==> src/swdcfg_cfg.svh <==
// Constants for the switch diagnostic configuration and fault mask register bank.
`ifndef SWDCFG_CFG_SVH
`define SWDCFG_CFG_SVH

// -----------------------------------------------------------------------------
// Register offsets and reset values
// -----------------------------------------------------------------------------
`define SWD_ADDR_W 7
`define SWD_OFS_LED_FILTER 7'h0d
`define SWD_OFS_WDOG_THR 7'h0e
`define SWD_OFS_PIN_MASK 7'h0f
`define SWD_RST_LED_FILTER 8'h53
`define SWD_RST_WDOG_THR 8'h00
`define SWD_RST_PIN_MASK 8'hbe

// -----------------------------------------------------------------------------
// Field positions
// -----------------------------------------------------------------------------
`define SWD_B_LED_OC_HIDE 7
`define SWD_B_LATCH_EN 6
`define SWD_B_LONG_BLANK 5
`define SWD_B_FILTER_EN 4
`define SWD_B_STRETCH_HI 3
`define SWD_B_STRETCH_LO 2
`define SWD_B_STATUS_LAMP_SW 1
`define SWD_B_FAULT_LAMP_SW 0
`define SWD_B_WDOG_HI 7
`define SWD_B_WDOG_LO 6
`define SWD_B_PULLUP_HI 5
`define SWD_B_PULLUP_LO 4
`define SWD_B_SHORT_HI 3
`define SWD_B_SHORT_LO 2
`define SWD_B_SYNC_WD_EN 1
`define SWD_B_TURN_ON 0
`define SWD_B_M_COMM 7
`define SWD_B_M_SUPPLY 6
`define SWD_B_M_GOOD 5
`define SWD_B_M_SHORT 4
`define SWD_B_M_OWON 3
`define SWD_B_M_OWOFF 2
`define SWD_B_M_OC 1
`define SWD_B_M_OVL 0

// -----------------------------------------------------------------------------
// Times in their own units and codes
// -----------------------------------------------------------------------------
`define SWD_CLK_HZ 10000000
`define SWD_MS_US 1000
`define SWD_FILT_US 50
`define SWD_BLANK_SHORT_MS 4
`define SWD_BLANK_LONG_MS 8
`define SWD_STRETCH_UNIT_MS 1000
`define SWD_WD_200_MS 200
`define SWD_WD_600_MS 600
`define SWD_WD_1200_MS 1200
`define SWD_CODE_OFF 2'b00
`define SWD_CODE_1 2'b01
`define SWD_CODE_2 2'b10
`define SWD_CODE_3 2'b11
`define SWD_STRAP_STRETCH 2'b10
`define SWD_STRAP_WDOG 2'b11

`endif

==> src/swd_pkg.sv <==
// Types shared by the switch diagnostic configuration bank.
package swd_pkg;
  // Serial access state, one-hot.
  typedef enum logic [2:0] {
    SWD_IDLE = 3'b001,
    SWD_SHIFT = 3'b010,
    SWD_DONE = 3'b100
  } swd_state_t;
  // Timer code for a watchdog: 0 disables the serial watchdog.
  typedef logic [1:0] swd_code_t;
endpackage : swd_pkg

==> src/swd_lamp_if.sv <==
// Interface carrying per-channel fault lamp settings to the lamp timer.
`timescale 1ns/1ps
interface swd_lamp_if;
  logic long_blank; // Long blanking selected.
  logic [1:0] stretch; // Minimum on-time code.
  logic [7:0] fault_raw; // Raw diagnostic faults per channel.
  logic tick_ms; // One-millisecond enable.
  logic [7:0] lamp; // Timed lamp drive.
  modport core (output long_blank, output stretch, output fault_raw, output tick_ms,
    input lamp);
  modport timer (input long_blank, input stretch, input fault_raw, input tick_ms,
    output lamp);
endinterface : swd_lamp_if

==> src/swd_lamp_timer.sv <==
// Per-channel fault lamp blanking and minimum on-time timer.
`timescale 1ns/1ps
`include "swdcfg_cfg.svh"
module swd_lamp_timer #(
  parameter int CH = 8
) (
  // Clock and reset.
  input wire logic sys_clk,
  input wire logic reset_n,
  // Lamp controls.
  swd_lamp_if.timer lk
);
  // Blanking and stretch counters per channel, in milliseconds.
  logic [3:0] blank_cnt [CH];
  logic [11:0] hold_cnt [CH];
  logic [CH-1:0] lamp_q;
  wire [3:0] blank_lim = lk.long_blank ? 4'(`SWD_BLANK_LONG_MS) : 4'(`SWD_BLANK_SHORT_MS);
  wire [11:0] hold_lim = 12'(`SWD_STRETCH_UNIT_MS) * 12'(lk.stretch);
  assign lk.lamp = lamp_q;

  // -----------------------------------------------------------------------------
  // Channel timers
  // -----------------------------------------------------------------------------
  // Blanking always applies here; the lamp ignores the latch setting.
  always_ff @(posedge sys_clk) begin
    for (int i = 0; i < CH; i++) begin
      if (!reset_n) begin
        blank_cnt[i] <= 4'h0;
        hold_cnt[i] <= 12'h000;
        lamp_q[i] <= 1'b0;
      end else if (!lk.fault_raw[i]) begin
        // Fault gone: keep lamp only while the stretch time runs.
        blank_cnt[i] <= 4'h0;
        if (hold_cnt[i] == 12'h000) begin
          lamp_q[i] <= 1'b0;
        end else if (lk.tick_ms) begin
          hold_cnt[i] <= hold_cnt[i] - 12'h001;
        end
      end else if (lamp_q[i]) begin
        // Lit: no reload; minimum on-time counts down from turn-on only.
        if (lk.tick_ms && hold_cnt[i] != 12'h000) begin
          hold_cnt[i] <= hold_cnt[i] - 12'h001;
        end
      end else if (lk.tick_ms) begin
        if (blank_cnt[i] + 4'h1 >= blank_lim) begin
          lamp_q[i] <= 1'b1;
          hold_cnt[i] <= hold_lim;
        end else begin
          blank_cnt[i] <= blank_cnt[i] + 4'h1;
        end
      end
    end
  end
endmodule : swd_lamp_timer

==> src/swd_config_bank.sv <==
// Configuration and fault-pin mask register bank with lamp, watchdog and fault routing.
`timescale 1ns/1ps
`include "swdcfg_cfg.svh"
module swd_config_bank #(
  parameter int CH = 8,
  parameter int WD_1200_CYC = `SWD_WD_1200_MS * (`SWD_CLK_HZ / 1000),
  parameter int WD_600_CYC = `SWD_WD_600_MS * (`SWD_CLK_HZ / 1000),
  parameter int WD_200_CYC = `SWD_WD_200_MS * (`SWD_CLK_HZ / 1000),
  parameter int MS_CYC = `SWD_CLK_HZ / 1000
) (
  // Clock and reset.
  input wire logic sys_clk,
  input wire logic reset_n,
  // Serial register port pins, asynchronous to sys_clk.
  input wire logic spi_cs_n,
  input wire logic spi_clk,
  input wire logic spi_mosi,
  output logic spi_miso,
  // Strap and sync pins.
  input wire logic chain_strap,
  input wire logic addr0_strap,
  input wire logic addr1_strap,
  input wire logic checksum_enable_pin,
  input wire logic sync_pin,
  // Raw diagnostics per channel, same clock domain.
  input wire logic [CH-1:0] overload_raw,
  input wire logic [CH-1:0] overcurrent_raw,
  input wire logic [CH-1:0] open_wire_off_raw,
  input wire logic [CH-1:0] open_wire_on_raw,
  input wire logic [CH-1:0] short_supply_raw,
  input wire logic [CH-1:0] short_supply_en,
  input wire logic supply_not_good_flag,
  input wire logic supply_warning_flag,
  input wire logic supply_other_err,
  // Lamp set registers held elsewhere.
  input wire logic [CH-1:0] status_led_drive_reg,
  input wire logic [CH-1:0] fault_led_drive_reg,
  input wire logic [CH-1:0] status_auto,
  // Lamp outputs.
  output logic [CH-1:0] fault_lamp,
  output logic [CH-1:0] status_lamp,
  // Fault class outputs and flags.
  output logic fault_pin_n,
  output logic comm_error_flag,
  output logic supply_error_flag,
  output logic voltage_error_flag,
  output logic global_interrupt_flag,
  output logic fault_latch_enable,
  output logic fault_filter_enable,
  output logic long_blanking_select,
  output logic [1:0] pullup_current,
  output logic [1:0] short_supply_level,
  output logic turn_on_level_select,
  output logic [CH-1:0] short_supply_det_en,
  output logic open_wire_det_en
);
  // -----------------------------------------------------------------------------
  // Pin synchronisers
  // -----------------------------------------------------------------------------
  logic [7:0] pin_s1; // First stage, read only by the second.
  logic [7:0] pin_s2;
  logic sck_d; // Previous sampled serial clock for edge finding.
  logic sync_d;
  always_ff @(posedge sys_clk) begin
    if (!reset_n) begin
      // Both stages reset to the idle select level, so no false frame start follows reset.
      pin_s1 <= 8'h01;
      pin_s2 <= 8'h01;
      sck_d <= 1'b0;
      sync_d <= 1'b0;
    end else begin
      pin_s1 <= {checksum_enable_pin, chain_strap, sync_pin, addr1_strap, addr0_strap,
          spi_mosi, spi_clk, spi_cs_n};
      pin_s2 <= pin_s1;
      sck_d <= pin_s2[1];
      sync_d <= pin_s2[5];
    end
  end
  wire cs_n = pin_s2[0];
  wire sck_rise = pin_s2[1] & ~sck_d;
  wire sck_fall = ~pin_s2[1] & sck_d;
  wire mosi = pin_s2[2];
  wire sync_edge = pin_s2[5] ^ sync_d;
  // Strap levels are sampled through the same synchronisers.
  wire daisy = pin_s2[6];
  wire cksum_en = pin_s2[7];

  // -----------------------------------------------------------------------------
  // Registers
  // -----------------------------------------------------------------------------
  logic [7:0] led_and_filter_config;
  logic [7:0] watchdog_and_threshold_config;
  logic [7:0] fault_pin_mask;

  // -----------------------------------------------------------------------------
  // Serial frame: 16 bits, read flag, 7-bit address, 8 data bits, MSB first
  // -----------------------------------------------------------------------------
  swd_pkg::swd_state_t state;
  swd_pkg::swd_state_t next_state;
  logic [4:0] bit_cnt;
  logic [15:0] shreg;
  logic [7:0] rd_shift;
  logic spi_activity; // One-cycle pulse at each completed frame.
  wire frame_done = sck_rise && bit_cnt == 5'd15;
  wire [6:0] f_addr = shreg[13:7];
  wire f_read = shreg[14];
  wire [7:0] f_data = {shreg[6:0], mosi};
  wire hit_led = f_addr == `SWD_OFS_LED_FILTER;
  wire hit_wdt = f_addr == `SWD_OFS_WDOG_THR;
  wire hit_msk = f_addr == `SWD_OFS_PIN_MASK;
  wire [6:0] rd_addr = {shreg[5:0], mosi}; // Address is complete at the eighth rise.
  wire [7:0] rd_val = (rd_addr == `SWD_OFS_LED_FILTER) ? led_and_filter_config :
                      (rd_addr == `SWD_OFS_WDOG_THR) ? watchdog_and_threshold_config :
                      (rd_addr == `SWD_OFS_PIN_MASK) ? fault_pin_mask : 8'h00;
  wire load_rd = sck_rise && bit_cnt == 5'd7;

  // Next state of the frame sequencer.
  always_comb begin
    next_state = state;
    unique case (state)
      swd_pkg::SWD_IDLE: if (!cs_n) next_state = swd_pkg::SWD_SHIFT;
      swd_pkg::SWD_SHIFT: begin
        if (cs_n) next_state = swd_pkg::SWD_IDLE;
        else if (frame_done) next_state = swd_pkg::SWD_DONE;
      end
      swd_pkg::SWD_DONE: if (cs_n) next_state = swd_pkg::SWD_IDLE;
      default: next_state = swd_pkg::SWD_IDLE;
    endcase
  end

  // Shifter; an aborted frame leaves the registers untouched.
  always_ff @(posedge sys_clk) begin
    if (!reset_n) begin
      state <= swd_pkg::SWD_IDLE;
      bit_cnt <= 5'd0;
      shreg <= 16'h0000;
      rd_shift <= 8'h00;
      spi_miso <= 1'b0;
      spi_activity <= 1'b0;
    end else begin
      state <= next_state;
      spi_activity <= frame_done && state == swd_pkg::SWD_SHIFT;
      if (state != swd_pkg::SWD_SHIFT) begin
        bit_cnt <= 5'd0;
      end else if (sck_rise) begin
        bit_cnt <= bit_cnt + 5'd1;
        shreg <= {shreg[14:0], mosi};
      end
      if (load_rd) begin
        rd_shift <= {rd_val[6:0], 1'b0};
        spi_miso <= rd_val[7];
      end else if (sck_fall && bit_cnt > 5'd8) begin
        spi_miso <= rd_shift[7];
        rd_shift <= {rd_shift[6:0], 1'b0};
      end
    end
  end
  // The read value uses address bits complete at bit 8.
  // Write decode happens at the last rising edge.
  wire wr_en = frame_done && state == swd_pkg::SWD_SHIFT && !f_read;

  // Register writes.
  always_ff @(posedge sys_clk) begin
    if (!reset_n) begin
      led_and_filter_config <= `SWD_RST_LED_FILTER;
      watchdog_and_threshold_config <= `SWD_RST_WDOG_THR;
      fault_pin_mask <= `SWD_RST_PIN_MASK;
    end else if (wr_en) begin
      if (hit_led) led_and_filter_config <= f_data;
      if (hit_wdt) watchdog_and_threshold_config <= f_data;
      if (hit_msk) fault_pin_mask <= f_data;
    end
  end

  // -----------------------------------------------------------------------------
  // Field decode with strap overrides
  // -----------------------------------------------------------------------------
  wire led_overcurrent_hide = led_and_filter_config[`SWD_B_LED_OC_HIDE] | daisy;
  wire fault_led_sw_control = led_and_filter_config[`SWD_B_FAULT_LAMP_SW] & ~daisy;
  wire status_led_sw_control = led_and_filter_config[`SWD_B_STATUS_LAMP_SW] & ~daisy;
  wire [1:0] stretch = daisy ? `SWD_STRAP_STRETCH :
      {led_and_filter_config[`SWD_B_STRETCH_HI], led_and_filter_config[`SWD_B_STRETCH_LO]};
  wire [1:0] wdog_code = daisy ? `SWD_STRAP_WDOG :
      {watchdog_and_threshold_config[`SWD_B_WDOG_HI],
       watchdog_and_threshold_config[`SWD_B_WDOG_LO]};
  wire spi_wd_on = daisy ? pin_s2[3] : (wdog_code != `SWD_CODE_OFF);
  wire sync_wd_on = daisy ? pin_s2[4] :
      watchdog_and_threshold_config[`SWD_B_SYNC_WD_EN];

  // Timeout in cycles for a code; code 00 means 600ms for the sync timer.
  function automatic logic [31:0] wd_limit(input logic [1:0] code);
    unique case (code)
      `SWD_CODE_1: wd_limit = 32'(WD_200_CYC);
      `SWD_CODE_3: wd_limit = 32'(WD_1200_CYC);
      default: wd_limit = 32'(WD_600_CYC);
    endcase
  endfunction : wd_limit

  // -----------------------------------------------------------------------------
  // Millisecond divider and watchdogs
  // -----------------------------------------------------------------------------
  logic [15:0] ms_cnt;
  logic tick_ms;
  logic [31:0] spi_wd_cnt;
  logic [31:0] sync_wd_cnt;
  logic comm_event;
  always_ff @(posedge sys_clk) begin
    if (!reset_n) begin
      ms_cnt <= 16'h0000;
      tick_ms <= 1'b0;
      spi_wd_cnt <= 32'h0000_0000;
      sync_wd_cnt <= 32'h0000_0000;
      comm_event <= 1'b0;
    end else begin
      tick_ms <= ms_cnt == 16'(MS_CYC - 1);
      ms_cnt <= (ms_cnt == 16'(MS_CYC - 1)) ? 16'h0000 : ms_cnt + 16'h0001;
      // Counters restart on activity and hold at the limit.
      spi_wd_cnt <= (spi_activity || !spi_wd_on) ? 32'h0000_0000 :
          (spi_wd_cnt == wd_limit(wdog_code)) ? spi_wd_cnt : spi_wd_cnt + 32'h0000_0001;
      sync_wd_cnt <= (sync_edge || !sync_wd_on) ? 32'h0000_0000 :
          (sync_wd_cnt == wd_limit(wdog_code)) ? sync_wd_cnt : sync_wd_cnt + 32'h0000_0001;
      comm_event <= (spi_wd_on && spi_wd_cnt == wd_limit(wdog_code)) ||
          (sync_wd_on && sync_wd_cnt == wd_limit(wdog_code));
    end
  end

  // -----------------------------------------------------------------------------
  // Fault lamp timer
  // -----------------------------------------------------------------------------
  swd_lamp_if lk ();
  // Internal lamp sources; strap leaves overload only.
  assign lk.fault_raw = daisy ? overload_raw :
      (overload_raw | (led_overcurrent_hide ? '0 : overcurrent_raw) | open_wire_off_raw |
       open_wire_on_raw | (short_supply_raw & short_supply_en));
  assign lk.long_blank = led_and_filter_config[`SWD_B_LONG_BLANK];
  assign lk.stretch = stretch;
  assign lk.tick_ms = tick_ms;
  swd_lamp_timer #(.CH(CH)) u_lamp (
    .sys_clk(sys_clk),
    .reset_n(reset_n),
    .lk(lk.timer)
  );

  // -----------------------------------------------------------------------------
  // Fault pin routing
  // -----------------------------------------------------------------------------
  wire ov_cls = |overload_raw & ~fault_pin_mask[`SWD_B_M_OVL];
  wire oc_cls = |overcurrent_raw & ~fault_pin_mask[`SWD_B_M_OC] & ~daisy;
  wire sh_cls = |(short_supply_raw & short_supply_en) & ~fault_pin_mask[`SWD_B_M_SHORT]
      & ~daisy;
  wire on_cls = |open_wire_on_raw & ~fault_pin_mask[`SWD_B_M_OWON] & ~daisy;
  wire off_cls = |open_wire_off_raw & ~fault_pin_mask[`SWD_B_M_OWOFF] & ~daisy;
  wire good_part = (supply_not_good_flag | supply_warning_flag) &
      ~fault_pin_mask[`SWD_B_M_GOOD];
  wire next_supply_err = supply_other_err | good_part;
  wire sup_cls = next_supply_err & ~fault_pin_mask[`SWD_B_M_SUPPLY] & ~daisy;
  wire com_cls = comm_event & ~fault_pin_mask[`SWD_B_M_COMM] & ~daisy;

  // Registered outputs.
  always_ff @(posedge sys_clk) begin
    if (!reset_n) begin
      fault_pin_n <= 1'b1;
      comm_error_flag <= 1'b0;
      supply_error_flag <= 1'b0;
      voltage_error_flag <= 1'b0;
      global_interrupt_flag <= 1'b0;
      fault_lamp <= '0;
      status_lamp <= '0;
      fault_latch_enable <= 1'b1;
      fault_filter_enable <= 1'b1;
      long_blanking_select <= 1'b0;
      pullup_current <= 2'b00;
      short_supply_level <= 2'b00;
      turn_on_level_select <= 1'b0;
      short_supply_det_en <= '0;
      open_wire_det_en <= 1'b0;
    end else begin
      fault_pin_n <= ~(ov_cls | oc_cls | sh_cls | on_cls | off_cls | sup_cls | com_cls);
      // Flag shows only with checksum enabled under the strap.
      comm_error_flag <= comm_event & (~daisy | cksum_en);
      supply_error_flag <= next_supply_err;
      voltage_error_flag <= next_supply_err;
      global_interrupt_flag <= comm_event | next_supply_err | (|overload_raw) |
          (|overcurrent_raw);
      fault_lamp <= fault_led_sw_control ? fault_led_drive_reg : lk.lamp;
      status_lamp <= status_led_sw_control ? status_led_drive_reg : status_auto;
      fault_latch_enable <= led_and_filter_config[`SWD_B_LATCH_EN];
      fault_filter_enable <= led_and_filter_config[`SWD_B_FILTER_EN];
      long_blanking_select <= led_and_filter_config[`SWD_B_LONG_BLANK];
      pullup_current <= {watchdog_and_threshold_config[`SWD_B_PULLUP_HI],
          watchdog_and_threshold_config[`SWD_B_PULLUP_LO]};
      short_supply_level <= {watchdog_and_threshold_config[`SWD_B_SHORT_HI],
          watchdog_and_threshold_config[`SWD_B_SHORT_LO]};
      turn_on_level_select <= watchdog_and_threshold_config[`SWD_B_TURN_ON] | daisy;
      short_supply_det_en <= daisy ? '0 : short_supply_en;
      open_wire_det_en <= ~daisy;
    end
  end
endmodule : swd_config_bank

==> config.mk <==
export PLATFORM = sky130hd
export DESIGN_NAME = swd_config_bank
export DESIGN_NICKNAME = d
export VERILOG_FILES = /design/src/swd_pkg.sv /design/src/swd_lamp_if.sv /design/src/swd_lamp_timer.sv /design/src/swd_config_bank.sv
export VERILOG_INCLUDE_DIRS = /design/src
export SDC_FILE = /design/constraint.sdc
export NUM_CORES = 1
export LEC_CHECK = 0
export ABC_AREA = 1
export CAP_MARGIN = 0
export CORE_MARGIN = 2
export CORE_UTILIZATION = 50
export DETAILED_ROUTE_END_ITERATION = 16
export DONT_BUFFER_PORTS = 1
export GPL_ROUTABILITY_DRIVEN = 0
export PLACE_DENSITY_LB_ADDON = 0.3
export SKIP_LAST_GASP = 1
export SLEW_MARGIN = 30
export SYNTH_ARGS = -nofsm -noshare
export SYNTH_HDL_FRONTEND = slang
export SYNTH_SLANG_ARGS = --single-unit
==> constraint.sdc <==
create_clock -name sys_clk -period 7.6 [get_ports sys_clk]
set_clock_uncertainty 0.15 [all_clocks]
set_input_delay 1.52 -clock sys_clk [delete_from_list [all_inputs] [get_ports sys_clk]]
set_output_delay 1.52 -clock sys_clk [all_outputs]
set_load 0.01 [all_outputs]
-- Word-level counts from Yosys, hierarchy flattened
Memories as Yosys holds them, arrays and structs flattened.
Index checks and enable logic that the tools add are counted.
- flip-flop bits (word level): 201
- input port bits: 85
- word-level logic and storage cells: 528
- memory bits (writable): 128
- memories kept: 2
- output and inout bits: 39
- bitwise logic cells: 93
- add/sub/neg operators: 20
- $mul: 1
- equal/unequal tests: 20
- reductions and logical operators: 62
- mux-type cells: 281
- magnitude comparators: 9
- memory list (memory ; words ; bits a word ; read ports ; clocked after Yosys merged registers in ; wr ports ; RTL line ; source):
    u_lamp.hold_cnt ; 8 ; 12 ; 8 ; 0 ; 8 ; swd_lamp_timer.sv:15 ; logic [11:0] hold_cnt [CH];
    u_lamp.blank_cnt ; 8 ; 4 ; 8 ; 0 ; 8 ; swd_lamp_timer.sv:14 ; logic [3:0] blank_cnt [CH];
- operators with widths (kind ; count):
    two-way mux 12 bit ; 24
    two-way mux 1 bit ; 222
    zero test 12 bit ; 8
    nonzero test 12 bit ; 8
    subtractor 12 x 1 -> 12 bit (second input constant) ; 8
    two-way mux 8 bit ; 9
    two-way mux 4 bit ; 17
    adder 32 x 1 -> 32 bit (second input constant) ; 2
    equality test 32 bit ; 2
    OR 1 bit ; 54
    case mux 24 bit (2 select lines) ; 1
    equality test 7 x 4 -> 1 bit (second input constant) ; 6
    OR reduction 8 bit ; 5
    adder 4 x 1 -> 4 bit (second input constant) ; 8
    greater-or-equal comparator 4 bit ; 8
    two-way mux 32 bit ; 1
    OR 8 bit ; 4
    nonzero test 2 bit ; 10
    AND 1 bit ; 19
    adder 16 x 1 -> 16 bit (second input constant) ; 1
    equality test 16 x 14 -> 1 bit (second input constant) ; 1
    logical AND 1 bit ; 15
    inverter 1 bit ; 14
    two-way mux 3 bit ; 4
    22 further kinds ; 35

-- Logic depth before layout (Yosys ltp)
Gate-level depths: netlist of run 1.
- word-level depth: 13
- depth in mapped cells: 12
- mapped depth without buffers: 11

-- Hierarchy
From an unflattened synthesis of run 1, not the netlist that was laid out.
- cell total of the unflattened synthesis: 2461
- area, all modules: 18247.5 um2
- by module, submodules not included (module ; sequential area each (um2) ; cells an instance ; instances ; area each (um2)):
    swd_config_bank ; 3863.7 ; 1322 ; 1 ; 9141.3
    swd_lamp_timer ; 4003.8 ; 1139 ; 1 ; 9106.2

-- Least setup slack after synthesis of run 1
No wires, ideal clock.
- kind: input to register
- start: in short_supply_raw[1]
- end: mem u_lamp.hold_cnt[1][0], in the netlist u_lamp.hold_cnt[0][12] (enable)
- stages on the path: 6
- slack: 4.209 ns
- required time: 7.052 ns
- library setup time: 0.398 ns
- path buffers: 0
- data arrival time: 2.843 ns
- cells stage by stage: nand2_1 > nand3_1 > nand2_1 > nand2_1 > nand2_1 > o21ai_0
- RTL lines (element ; RTL line ; source):
    start: declaration ; swd_config_bank.sv:30 ; input wire logic [CH-1:0] short_supply_raw,
    end: declaration ; swd_lamp_timer.sv:15 ;

==> results.txt, run 1 <==
Fin. max-slew vios: 0
Placed inst area: 0.0184 mm^2
RR Startpoint: led_and_filter_config[5]$_SDFFE_PN0P_
Dpl hpwl: 32000 um
Initial core utilization: 0.508
Most common cell after layout, fill and taps aside: nand2_1
CP Capture Type: flip-flop
Total GRT Usage: 0.228
Critical Path Max Stage Delay: 0.58 ns
Fraction of registers with async set/reset: 0
Die X: 194 um
Gate Count Post-Synth: 2466
Leak: 0.00818 uW
Global-route wire length before repair: 71300 um
CTS H-tree depth: 2
CP max-delay cell: nor2_1
Rows: 69
Antenna-violating nets left: 0
Final setup vio count: 0
Total number of vias: 15800
Commonest non-fill, non-tap cells in the layout: nand2_1, nor2_1, inv_1, nand3_1, dfxtp_1
Port Buf Inserts: 0
CTS root buf: clkbuf_16
Cell Count, Final, Fillers Out: 2952
Clock sinks: 329
Num CTS Buffers: 36
Ys Warns: 0
Die height: 194 um
Post-route minimum period: 3.07 ns
Worst slew pin tran: 0.828 ns
Vias in the first global route: 14900
Ports: 124
Min-delay src: pin_s1[4]$_SDFF_PN0_
Max Clk Rate: 325 MHz
Cell repeated most along the worst path: nand2_1
Netlist Area Pre-Place: 0.0181 mm^2
First drt pass iteration count: 5
Reg-to-reg endpoint: u_lamp.hold_cnt[1][20]$_DFFE_PP_
Placed cell count: 2885
Initial antenna violation count: 1
Distinct cells, synth: 52
R2R setup slack: 4.57 ns
Crit path launch type: primary input
Critical path class: primary input to flip-flop
Max clock buf depth: 3
Synth Register Bits: 329
Core area: 0.0356 mm^2
Worst hold margin: 0.264 ns
WL per Instance: 14.8 um
RSZ-0062 raised after global routing: false
Area growth from synthesis to final layout: 8.77%
Power per cell area: 199 mW/mm^2
GR Overflow Total: 0
Largest net degree at the start of global routing: 150
Crit path DAT: 3.12 ns
Max Cap Violations: 0
Residual DRC: 0
Post-synthesis sequential area ratio: 0.435
Fin area: 0.0197 mm^2
Net count after synthesis: 2610
Critical Path, Cell by Cell: nand2_1, nand4_1, nand2_1, nand2_1, nor2_1, nor2_1, nand2_1
Nets: 2606
Clock slew at reported path FFs: 0.06 ns
Post-CTS setup buffers: 0
WL final: 43800 um
Peak VDD IR: 0.176 mV
Status: completed
Dominant synthesized flop cell: dfxtp_1
Worst-path fanout max: 12
Required time worst endpoint: 7.64 ns
Max_slew headroom: 0.445
Hold EP: pin_s2[4]$_SDFF_PN0_
Hold Path Stages: 2
CTS tree: yes
Hold WC Path Type: flip-flop to flip-flop
EDFF count, synth: 128
Hold Vio Cnt, Final: 0
Syn Area/Cell: 7.33 um^2
Clock Latency Late Sink: 0.57 ns
Area of the die: 0.0377 mm^2
Starting DRT DRC Count: 1105
Mean number of vias per cell: 5.36
Final period util: 0.405
Worst Reg-to-Reg Cells: 11
# resized after CTS: 0
Final setup TNS: 0 ns
Fraction of layout cells with a size suffix above 1: 0.0562
Hold buffers post-CTS: 0
-- final cells by class --
cell class,instances,area (um^2)
diodes,1,2.50
clock buffers,52,1010
clock inverters,14,205
fillers,3381,15900
inverters,303,1140
multi-input cells,1787,8820
flip-flops and latches,329,7870
well taps,461,577
repair buffers,5,37.5
-- report_power, final --
part | switching [uW] | internal, uW
Sequential | 43.6 | 1880
Combinational | 139 | 71.3
Clock | 737 | 1040
-- state kept, by name, indices dropped and copies added, names as in the netlist, 3 cells and up --
signal	flops
led_and_filter_config	8
rd_shift	7
pin_s2	8
u_lamp.blank_cnt	32
status_lamp	8
bit_cnt	5
u_lamp.hold_cnt	96
shreg	15
spi_wd_cnt	32
state	3
pin_s1	8
watchdog_and_threshold_config	8
sync_wd_cnt	32
short_supply_det_en	8
fault_pin_mask	8
fault_lamp	8
ms_cnt	16
u_lamp.lk.lamp	8
-- synth_stat cells (3+ instances only) --
cell type | instances | area (um^2)
edfxtp_1 | 128 | 3840
nand2_2 | 14 | 87.6
o22ai_1 | 3 | 18.8
nor3_1 | 58 | 290
nand2_1 | 616 | 2310
buf_6 | 3 | 33.8
clkbuf_1 | 7 | 26.3
nor3_2 | 4 | 40.0
a21oi_1 | 106 | 531
buf_1 | 6 | 22.5
o21ai_1 | 12 | 60.1
buf_4 | 4 | 30.0
nor2_2 | 16 | 100
nor2_4 | 9 | 101
ha_1 | 59 | 738
buf_2 | 26 | 130
o211ai_1 | 6 | 45.0
inv_2 | 17 | 63.8
nor4_1 | 4 | 25.0
or2_1 | 3 | 18.8
dfxtp_1 | 201 | 4020
inv_1 | 283 | 1060
nand3b_1 | 12 | 90.1
o21ai_0 | 86 | 430
xnor2_1 | 43 | 377
xor2_1 | 53 | 464
nand3_1 | 229 | 1150
nor3_4 | 3 | 48.8
nor2_1 | 393 | 1480
or2_2 | 9 | 56.3
nand4_1 | 27 | 169
-- critical path: cells and delay by family --
family | cells | cell delay [ns]
and+or+nand+nor | 7 | 1.60
-- logic make-up (layout without fill, tap and decap cells) --
family / count (synthesis) / in the layout / share of synthesized area
AO/OA/AOI/OAI: 225 / 225 / 0.0657
XOR/XNOR: 96 / 96 / 0.0465
adder cells (fa/ha/maj): 59 / 59 / 0.0408
buffers and inverters: 350 / 374 / 0.0768
flip-flops: 329 / 329 / 0.435
other: 0 / 1 / 0
AND/OR/NAND/NOR: 1407 / 1407 / 0.335
-- per-layer routing --
metal / GRT usage / part of all wire / vias up
met5: 0 / 0 / -
met1: 0.294 / 0.43 / 7323
met2: 0.381 / 0.47 / 511
met3: 0.0409 / 0.069 / 88
li1: - / - / 7910
met4: 0.0861 / 0.030 / 0
-- worst max path at each step --
stage / from / to / slack [ns] / cells past startpoint
final: short_supply_raw[6] / u_lamp.hold_cnt[1][34]$_DFFE_PP_ / 4.53 / 7
after global routing: short_supply_raw[6] / u_lamp.hold_cnt[1][33]$_DFFE_PP_ / 4.29 / 7
after CTS: led_and_filter_config[5]$_SDFFE_PN0P_ / u_lamp.hold_cnt[1][19]$_DFFE_PP_ / 4.55 / 11
after detailed placement: short_supply_raw[6] / u_lamp.hold_cnt[1][26]$_SDFFCE_PP0P_ / 3.97 / 7
after global placement: short_supply_raw[6] / u_lamp.hold_cnt[1][25]$_SDFFCE_PP0P_ / 4.04 / 7
after floorplan: short_supply_raw[1] / u_lamp.hold_cnt[0][12]$_SDFFCE_PP0P_ / 4.21 / 6
-- stage by stage --
step	total power (uW)	util	setup slack [ns]
2_1_floorplan	2120	-	4.21
3_3_place_gp	2160	0.518	4.04
3_5_place_dp	2170	0.519	3.97
4_1_cts	3950	0.553	4.55
5_1_grt	4050	0.553	4.29
6_report	3920	0.553	4.53
(Power assumes the default switching activity.)
==> run 2, diff against run 1 <==
==> constraint.sdc (replaced) <==
create_clock -name sys_clk -period 2.7 [get_ports sys_clk]
set_clock_uncertainty 0.15 [all_clocks]
set_input_delay 0.54 -clock sys_clk [delete_from_list [all_inputs] [get_ports sys_clk]]
set_output_delay 0.54 -clock sys_clk [all_outputs]
set_load 0.01 [all_outputs]
==> results.txt, run 2 (synthesis gave the netlist of run 1 again) <==
Initial antenna violation count: 1
R2R setup slack: 0.13 ns
Max_slew headroom: 0.560
Worst-path fanout max: 6
Overall power: 11200 uW
Clock Latency Late Sink: 0.53 ns
Fraction of layout cells with a size suffix above 1: 0.0704
Area growth from synthesis to final layout: 11.8%
CP Capture Type: flip-flop
Critical Path Start: u_lamp.blank_cnt[0][4]$_SDFFCE_PN0P_
Crit path DAT: 2.66 ns
Max clock buf depth: 3
Worst slew pin tran: 0.660 ns
Reg-to-reg endpoint: u_lamp.hold_cnt[0][19]$_DFFE_PP_
Peak VDD IR: 0.514 mV
Worst hold margin: 0.0173 ns
Global-route wire length before repair: 73400 um
Nets: 2658
Required time worst endpoint: 2.79 ns
Area of the die: 0.0377 mm^2
Hold Vio Cnt, Final: 0
Crit path launch type: flip-flop
First drt pass iteration count: 7
Dpl hpwl: 31700 um
Clock slew at reported path FFs: 0.06 ns
Total GRT Usage: 0.233
Commonest non-fill, non-tap cells in the layout: nand2_1, nor2_1, inv_1, nand3_1, dfxtp_1
Ports: 124
RR Startpoint: u_lamp.blank_cnt[0][4]$_SDFFCE_PN0P_
Clock sinks: 329
Min-delay src: reset_n
GR Overflow Total: 0
CTS tree: yes
Vias in the first global route: 15200
Critical path class: flip-flop to flip-flop
Leak: 0.00849 uW
Setup ws final: 0.126 ns
Initial core utilization: 0.508
Biggest register: u_lamp.hold_cnt
Core area: 0.0356 mm^2
Die height: 194 um
CTS H-tree depth: 2
Power per cell area: 556 mW/mm^2
Largest net degree at the start of global routing: 103
Final period util: 0.953
Num CTS Buffers: 37
Port Buf Inserts: 0
Post-route minimum period: 2.57 ns
Total number of vias: 15900
Final setup vio count: 0
WL per Instance: 14.7 um
Die X: 194 um
CTS root buf: clkbuf_16
Status: completed
Rows: 69
Max Cap Violations: 0
Most common cell after layout, fill and taps aside: nand2_1
Hold Path Stages: 2
Antenna-violating nets left: 0
Fin. max-slew vios: 0
Hold WC Path Type: primary input to flip-flop
Post-layout util: 0.568
Mean number of vias per cell: 5.28
Starting DRT DRC Count: 1272
Hold EP: status_lamp[1]$_SDFF_PN0_
WL final: 44100 um
Worst Reg-to-Reg Cells: 12
Max reg flops: 96
Max Clk Rate: 388 MHz
Place WS: 0.0349 ns
Residual DRC: 0
## run 2: cell type report
class,instances,area [um^2]
fill,3312,15400
timing repair buffer,56,508
clock inverter,12,113
multi-input combinational,1787,8840
sequential,329,7870
antenna,1,2.50
clock buffer,56,1150
tap,461,577
inverter,303,1140
## run 2: worst max-delay path by stage
stage	end	slack, ns	cells after the start
finish	u_lamp.hold_cnt[0][19]$_DFFE_PP_	0.13	12
global route	u_lamp.hold_cnt[0][18]$_DFFE_PP_	-0.01	12
CTS	u_lamp.hold_cnt[1][14]$_SDFFCE_PP0P_	0.03	12
detailed placement	u_lamp.hold_cnt[1][14]$_SDFFCE_PP0P_	0.03	12
global placement	u_lamp.hold_cnt[1][13]$_SDFFCE_PP0P_	0.17	12
floorplan	u_lamp.hold_cnt[0][12]$_SDFFCE_PP0P_	0.13	11
## run 2: where the power goes
group | internal (uW) | total (uW) | switching, uW
registers | 5290 | 5410 | 120
clock network | 3150 | 5180 | 2030
logic | 235 | 651 | 416
## run 2: metrics by stage
step | instances | TNS (ns) | instance area, um^2
2_1_floorplan | 2466 | 0 | 18100
3_3_place_gp | 2907 | 0 | 18600
3_5_place_dp | 2907 | 0 | 18600
4_1_cts | 2996 | 0 | 20100
5_1_grt | 3005 | -0.0920 | 20200
6_report | 3005 | 0 | 20200
## run 2: critical path, cell delays in order, from the launching register on
cell and delay (ns):
edfxtp_1 0.42, ha_1 0.23, xnor2_1 0.15, ha_1 0.29, nand2_1 0.06, nand2_1 0.06
nand2_1 0.04, nand2_1 0.09, nand3_1 0.12, nor2_4 0.18, nor3_1 0.06, o21ai_0 0.18
buf_4 0.24
## run 2: what timing repair did
action	in CTS	in global routing
endpoints found under the hold margin	58	0
resized for setup	0	9
setup endpoints to repair	0	60
buffers inserted	0	7
hold buffers	21	0
## run 2: per-layer routing
metal	wire (um)	GRT usage	share of wire
met5	0	0	0
met4	1210	0.0738	0.027
met3	3240	0.0456	0.073
met2	20100	0.386	0.46
met1	19600	0.307	0.44
==> run 3, diff against run 2 <==
--- a/config.mk
+++ b/config.mk
@@ -9,7 +9,7 @@
 export ABC_AREA = 1
 export CAP_MARGIN = 0
 export CORE_MARGIN = 2
-export CORE_UTILIZATION = 50
+export CORE_UTILIZATION = 30
 export DETAILED_ROUTE_END_ITERATION = 16
 export DONT_BUFFER_PORTS = 1
 export GPL_ROUTABILITY_DRIVEN = 0
==> results.txt, run 3 (synthesis gave the netlist of run 1 again) <==
Most common cell after layout, fill and taps aside: nand2_1
WL final: 48400 um
Ports: 124
Critical path class: flip-flop to flip-flop
CP Capture Type: flip-flop
Hold WC Path Type: primary input to flip-flop
Power per cell area: 546 mW/mm^2
WL per Instance: 14.5 um
Critical Path Max Stage Delay: 0.45 ns
Critical Path Start: u_lamp.blank_cnt[0][0]$_SDFFCE_PN0P_
Initial antenna violation count: 6
Die height: 249 um
Final setup TNS: 0 ns
Global-route wire length before repair: 78300 um
Status: completed
Crit path buf inv count: 1
Worst Reg-to-Reg Cells: 12
Critical Path, Cell by Cell: ha_1, xnor2_1, ha_1, nand2_1, nand2_1, nand2_1, nand2_1, nand3_1, nor2_4, nor3_1, o21ai_0, buf_4
RSZ-0062 raised after global routing: false
Hold Vio Cnt, Final: 0
Clock share of power: 0.462
Core area: 0.0594 mm^2
Share of power burned in registers: 0.477
Place WS: 0.190 ns
Reg-to-reg endpoint: u_lamp.hold_cnt[0][5]$_DFFE_PP_
Crit path DAT: 2.66 ns
Total number of vias: 15900
Crit path launch type: flip-flop
Fin. max-slew vios: 0
Int Power: 8630 uW
Biggest register: u_lamp.hold_cnt
Starting DRT DRC Count: 1249
Initial core utilization: 0.305
Peak VDD IR: 0.377 mV
First drt pass iteration count: 8
Leak: 0.00856 uW
Post-CTS setup buffers: 0
Port Buf Inserts: 0
Total GRT Usage: 0.155
Delay-heaviest family, CP: simple AND/OR/NAND/NOR gates
GR Overflow Total: 0
Die X: 249 um
Setup ws final: 0.150 ns
Max Cap Violations: 0
Nets: 2682
Commonest non-fill, non-tap cells in the layout: nand2_1, nor2_1, inv_1, nand3_1, dfxtp_1
Mean number of vias per cell: 4.75
Overall power: 11300 uW
Residual DRC: 0
RR Startpoint: u_lamp.blank_cnt[0][0]$_SDFFCE_PN0P_
Max_slew headroom: 0.493
CP max-delay cell: edfxtp_1
Max reg flops: 96
Largest net degree at the start of global routing: 93
R2R setup slack: 0.15 ns
Worst-path fanout max: 12
Gate power share: 0.061
Final setup vio count: 0
Clock Latency Late Sink: 0.57 ns
Num CTS Buffers: 39
Required time worst endpoint: 2.81 ns
Rows: 89
Dpl hpwl: 34100 um
Max Clk Rate: 392 MHz
Clock sinks: 329
# resized after CTS: 0
Hold Path Stages: 2
Clock slew at reported path FFs: 0.06 ns
Post-route minimum period: 2.55 ns
Hold EP: status_lamp[6]$_SDFF_PN0_
Sw Share: 0.240
Fraction of layout cells with a size suffix above 1: 0.0670
Vias in the first global route: 15400
Area of the die: 0.0622 mm^2
Worst hold margin: 0.0330 ns
Worst slew pin tran: 0.761 ns
CTS tree: yes
Max clock buf depth: 3
Psw: 2720 uW
CTS root buf: clkbuf_16
Min-delay src: status_auto[6]
Area growth from synthesis to final layout: 15.0%
Antenna-violating nets left: 0
Cell repeated most along the worst path: nand2_1
Final period util: 0.944
CTS H-tree depth: 2
## run 3: cell count changes in the layout (fill, tap and decap cells not counted), sizes merged
| cell | before | now |
|---|---|---|
| diode | 1 | 3 |
| clkbuf | 56 | 54 |
| clkinvlp | 1 | 3 |
| inv | 301 | 302 |
| dlygate4sd3 | 20 | 46 |
| buf | 36 | 32 |
## run 3: power by group through the flow
| stage | Combinational [uW] | Clock (uW) | Sequential [uW] |
|---|---|---|---|
| 2_1_floorplan | 495 | 0 | 5490 |
| 3_3_place_gp | 597 | 0 | 5510 |
| 3_5_place_dp | 611 | 0 | 5520 |
| 4_1_cts | 695 | 5390 | 5410 |
| 5_1_grt | 796 | 5580 | 5430 |
| 6_report | 695 | 5240 | 5410 |
## run 3: worst max path at each step
| stage | slack [ns] | depth (start not counted) | endpoint |
|---|---|---|---|
| detailed placement | 0.19 | 12 | u_lamp.hold_cnt[0][2]$_SDFFCE_PP0P_ |
| floorplan | 0.13 | 11 | u_lamp.hold_cnt[0][12]$_SDFFCE_PP0P_ |
| CTS | 0.18 | 12 | u_lamp.hold_cnt[0][11]$_DFFE_PP_ |
| global route | 0.006 | 12 | u_lamp.hold_cnt[0][5]$_DFFE_PP_ |
| global placement | 0.24 | 12 | u_lamp.hold_cnt[0][1]$_SDFFCE_PP0P_ |
| finish | 0.15 | 12 | u_lamp.hold_cnt[0][5]$_DFFE_PP_ |
## run 3: metal layers
metal | share of wire | track usage
met4 | 0.023 | 0.0516
met2 | 0.45 | 0.255
met1 | 0.46 | 0.203
met3 | 0.067 | 0.0292
met5 | 0 | 0
## run 3: layout make-up
cell class	count	area, um^2
Tap cell	773	967
Inverter	303	1140
Timing Repair Buffer	78	736
Multi-Input combinational cell	1787	8820
Fill cell	6163	38600
Clock inverter	15	144
Antenna cell	3	7.51
Clock buffer	54	1110
Sequential cell	329	7870
## run 3: what timing repair did
item / CTS / global route
endpoints found under the setup margin: 0 / 0
hold endpoints to repair: 48 / 0
hold buffers: 47 / 0
## run 3: stage by stage
stage / instance area (um^2) / cells / utilization
final: 20800 / 3342 / 0.350
after global routing: 20800 / 3340 / 0.350
after global placement: 19100 / 3223 / 0.321
after floorplan: 18100 / 2466 / -
after detailed placement: 19100 / 3223 / 0.321
after CTS: 20800 / 3339 / 0.350
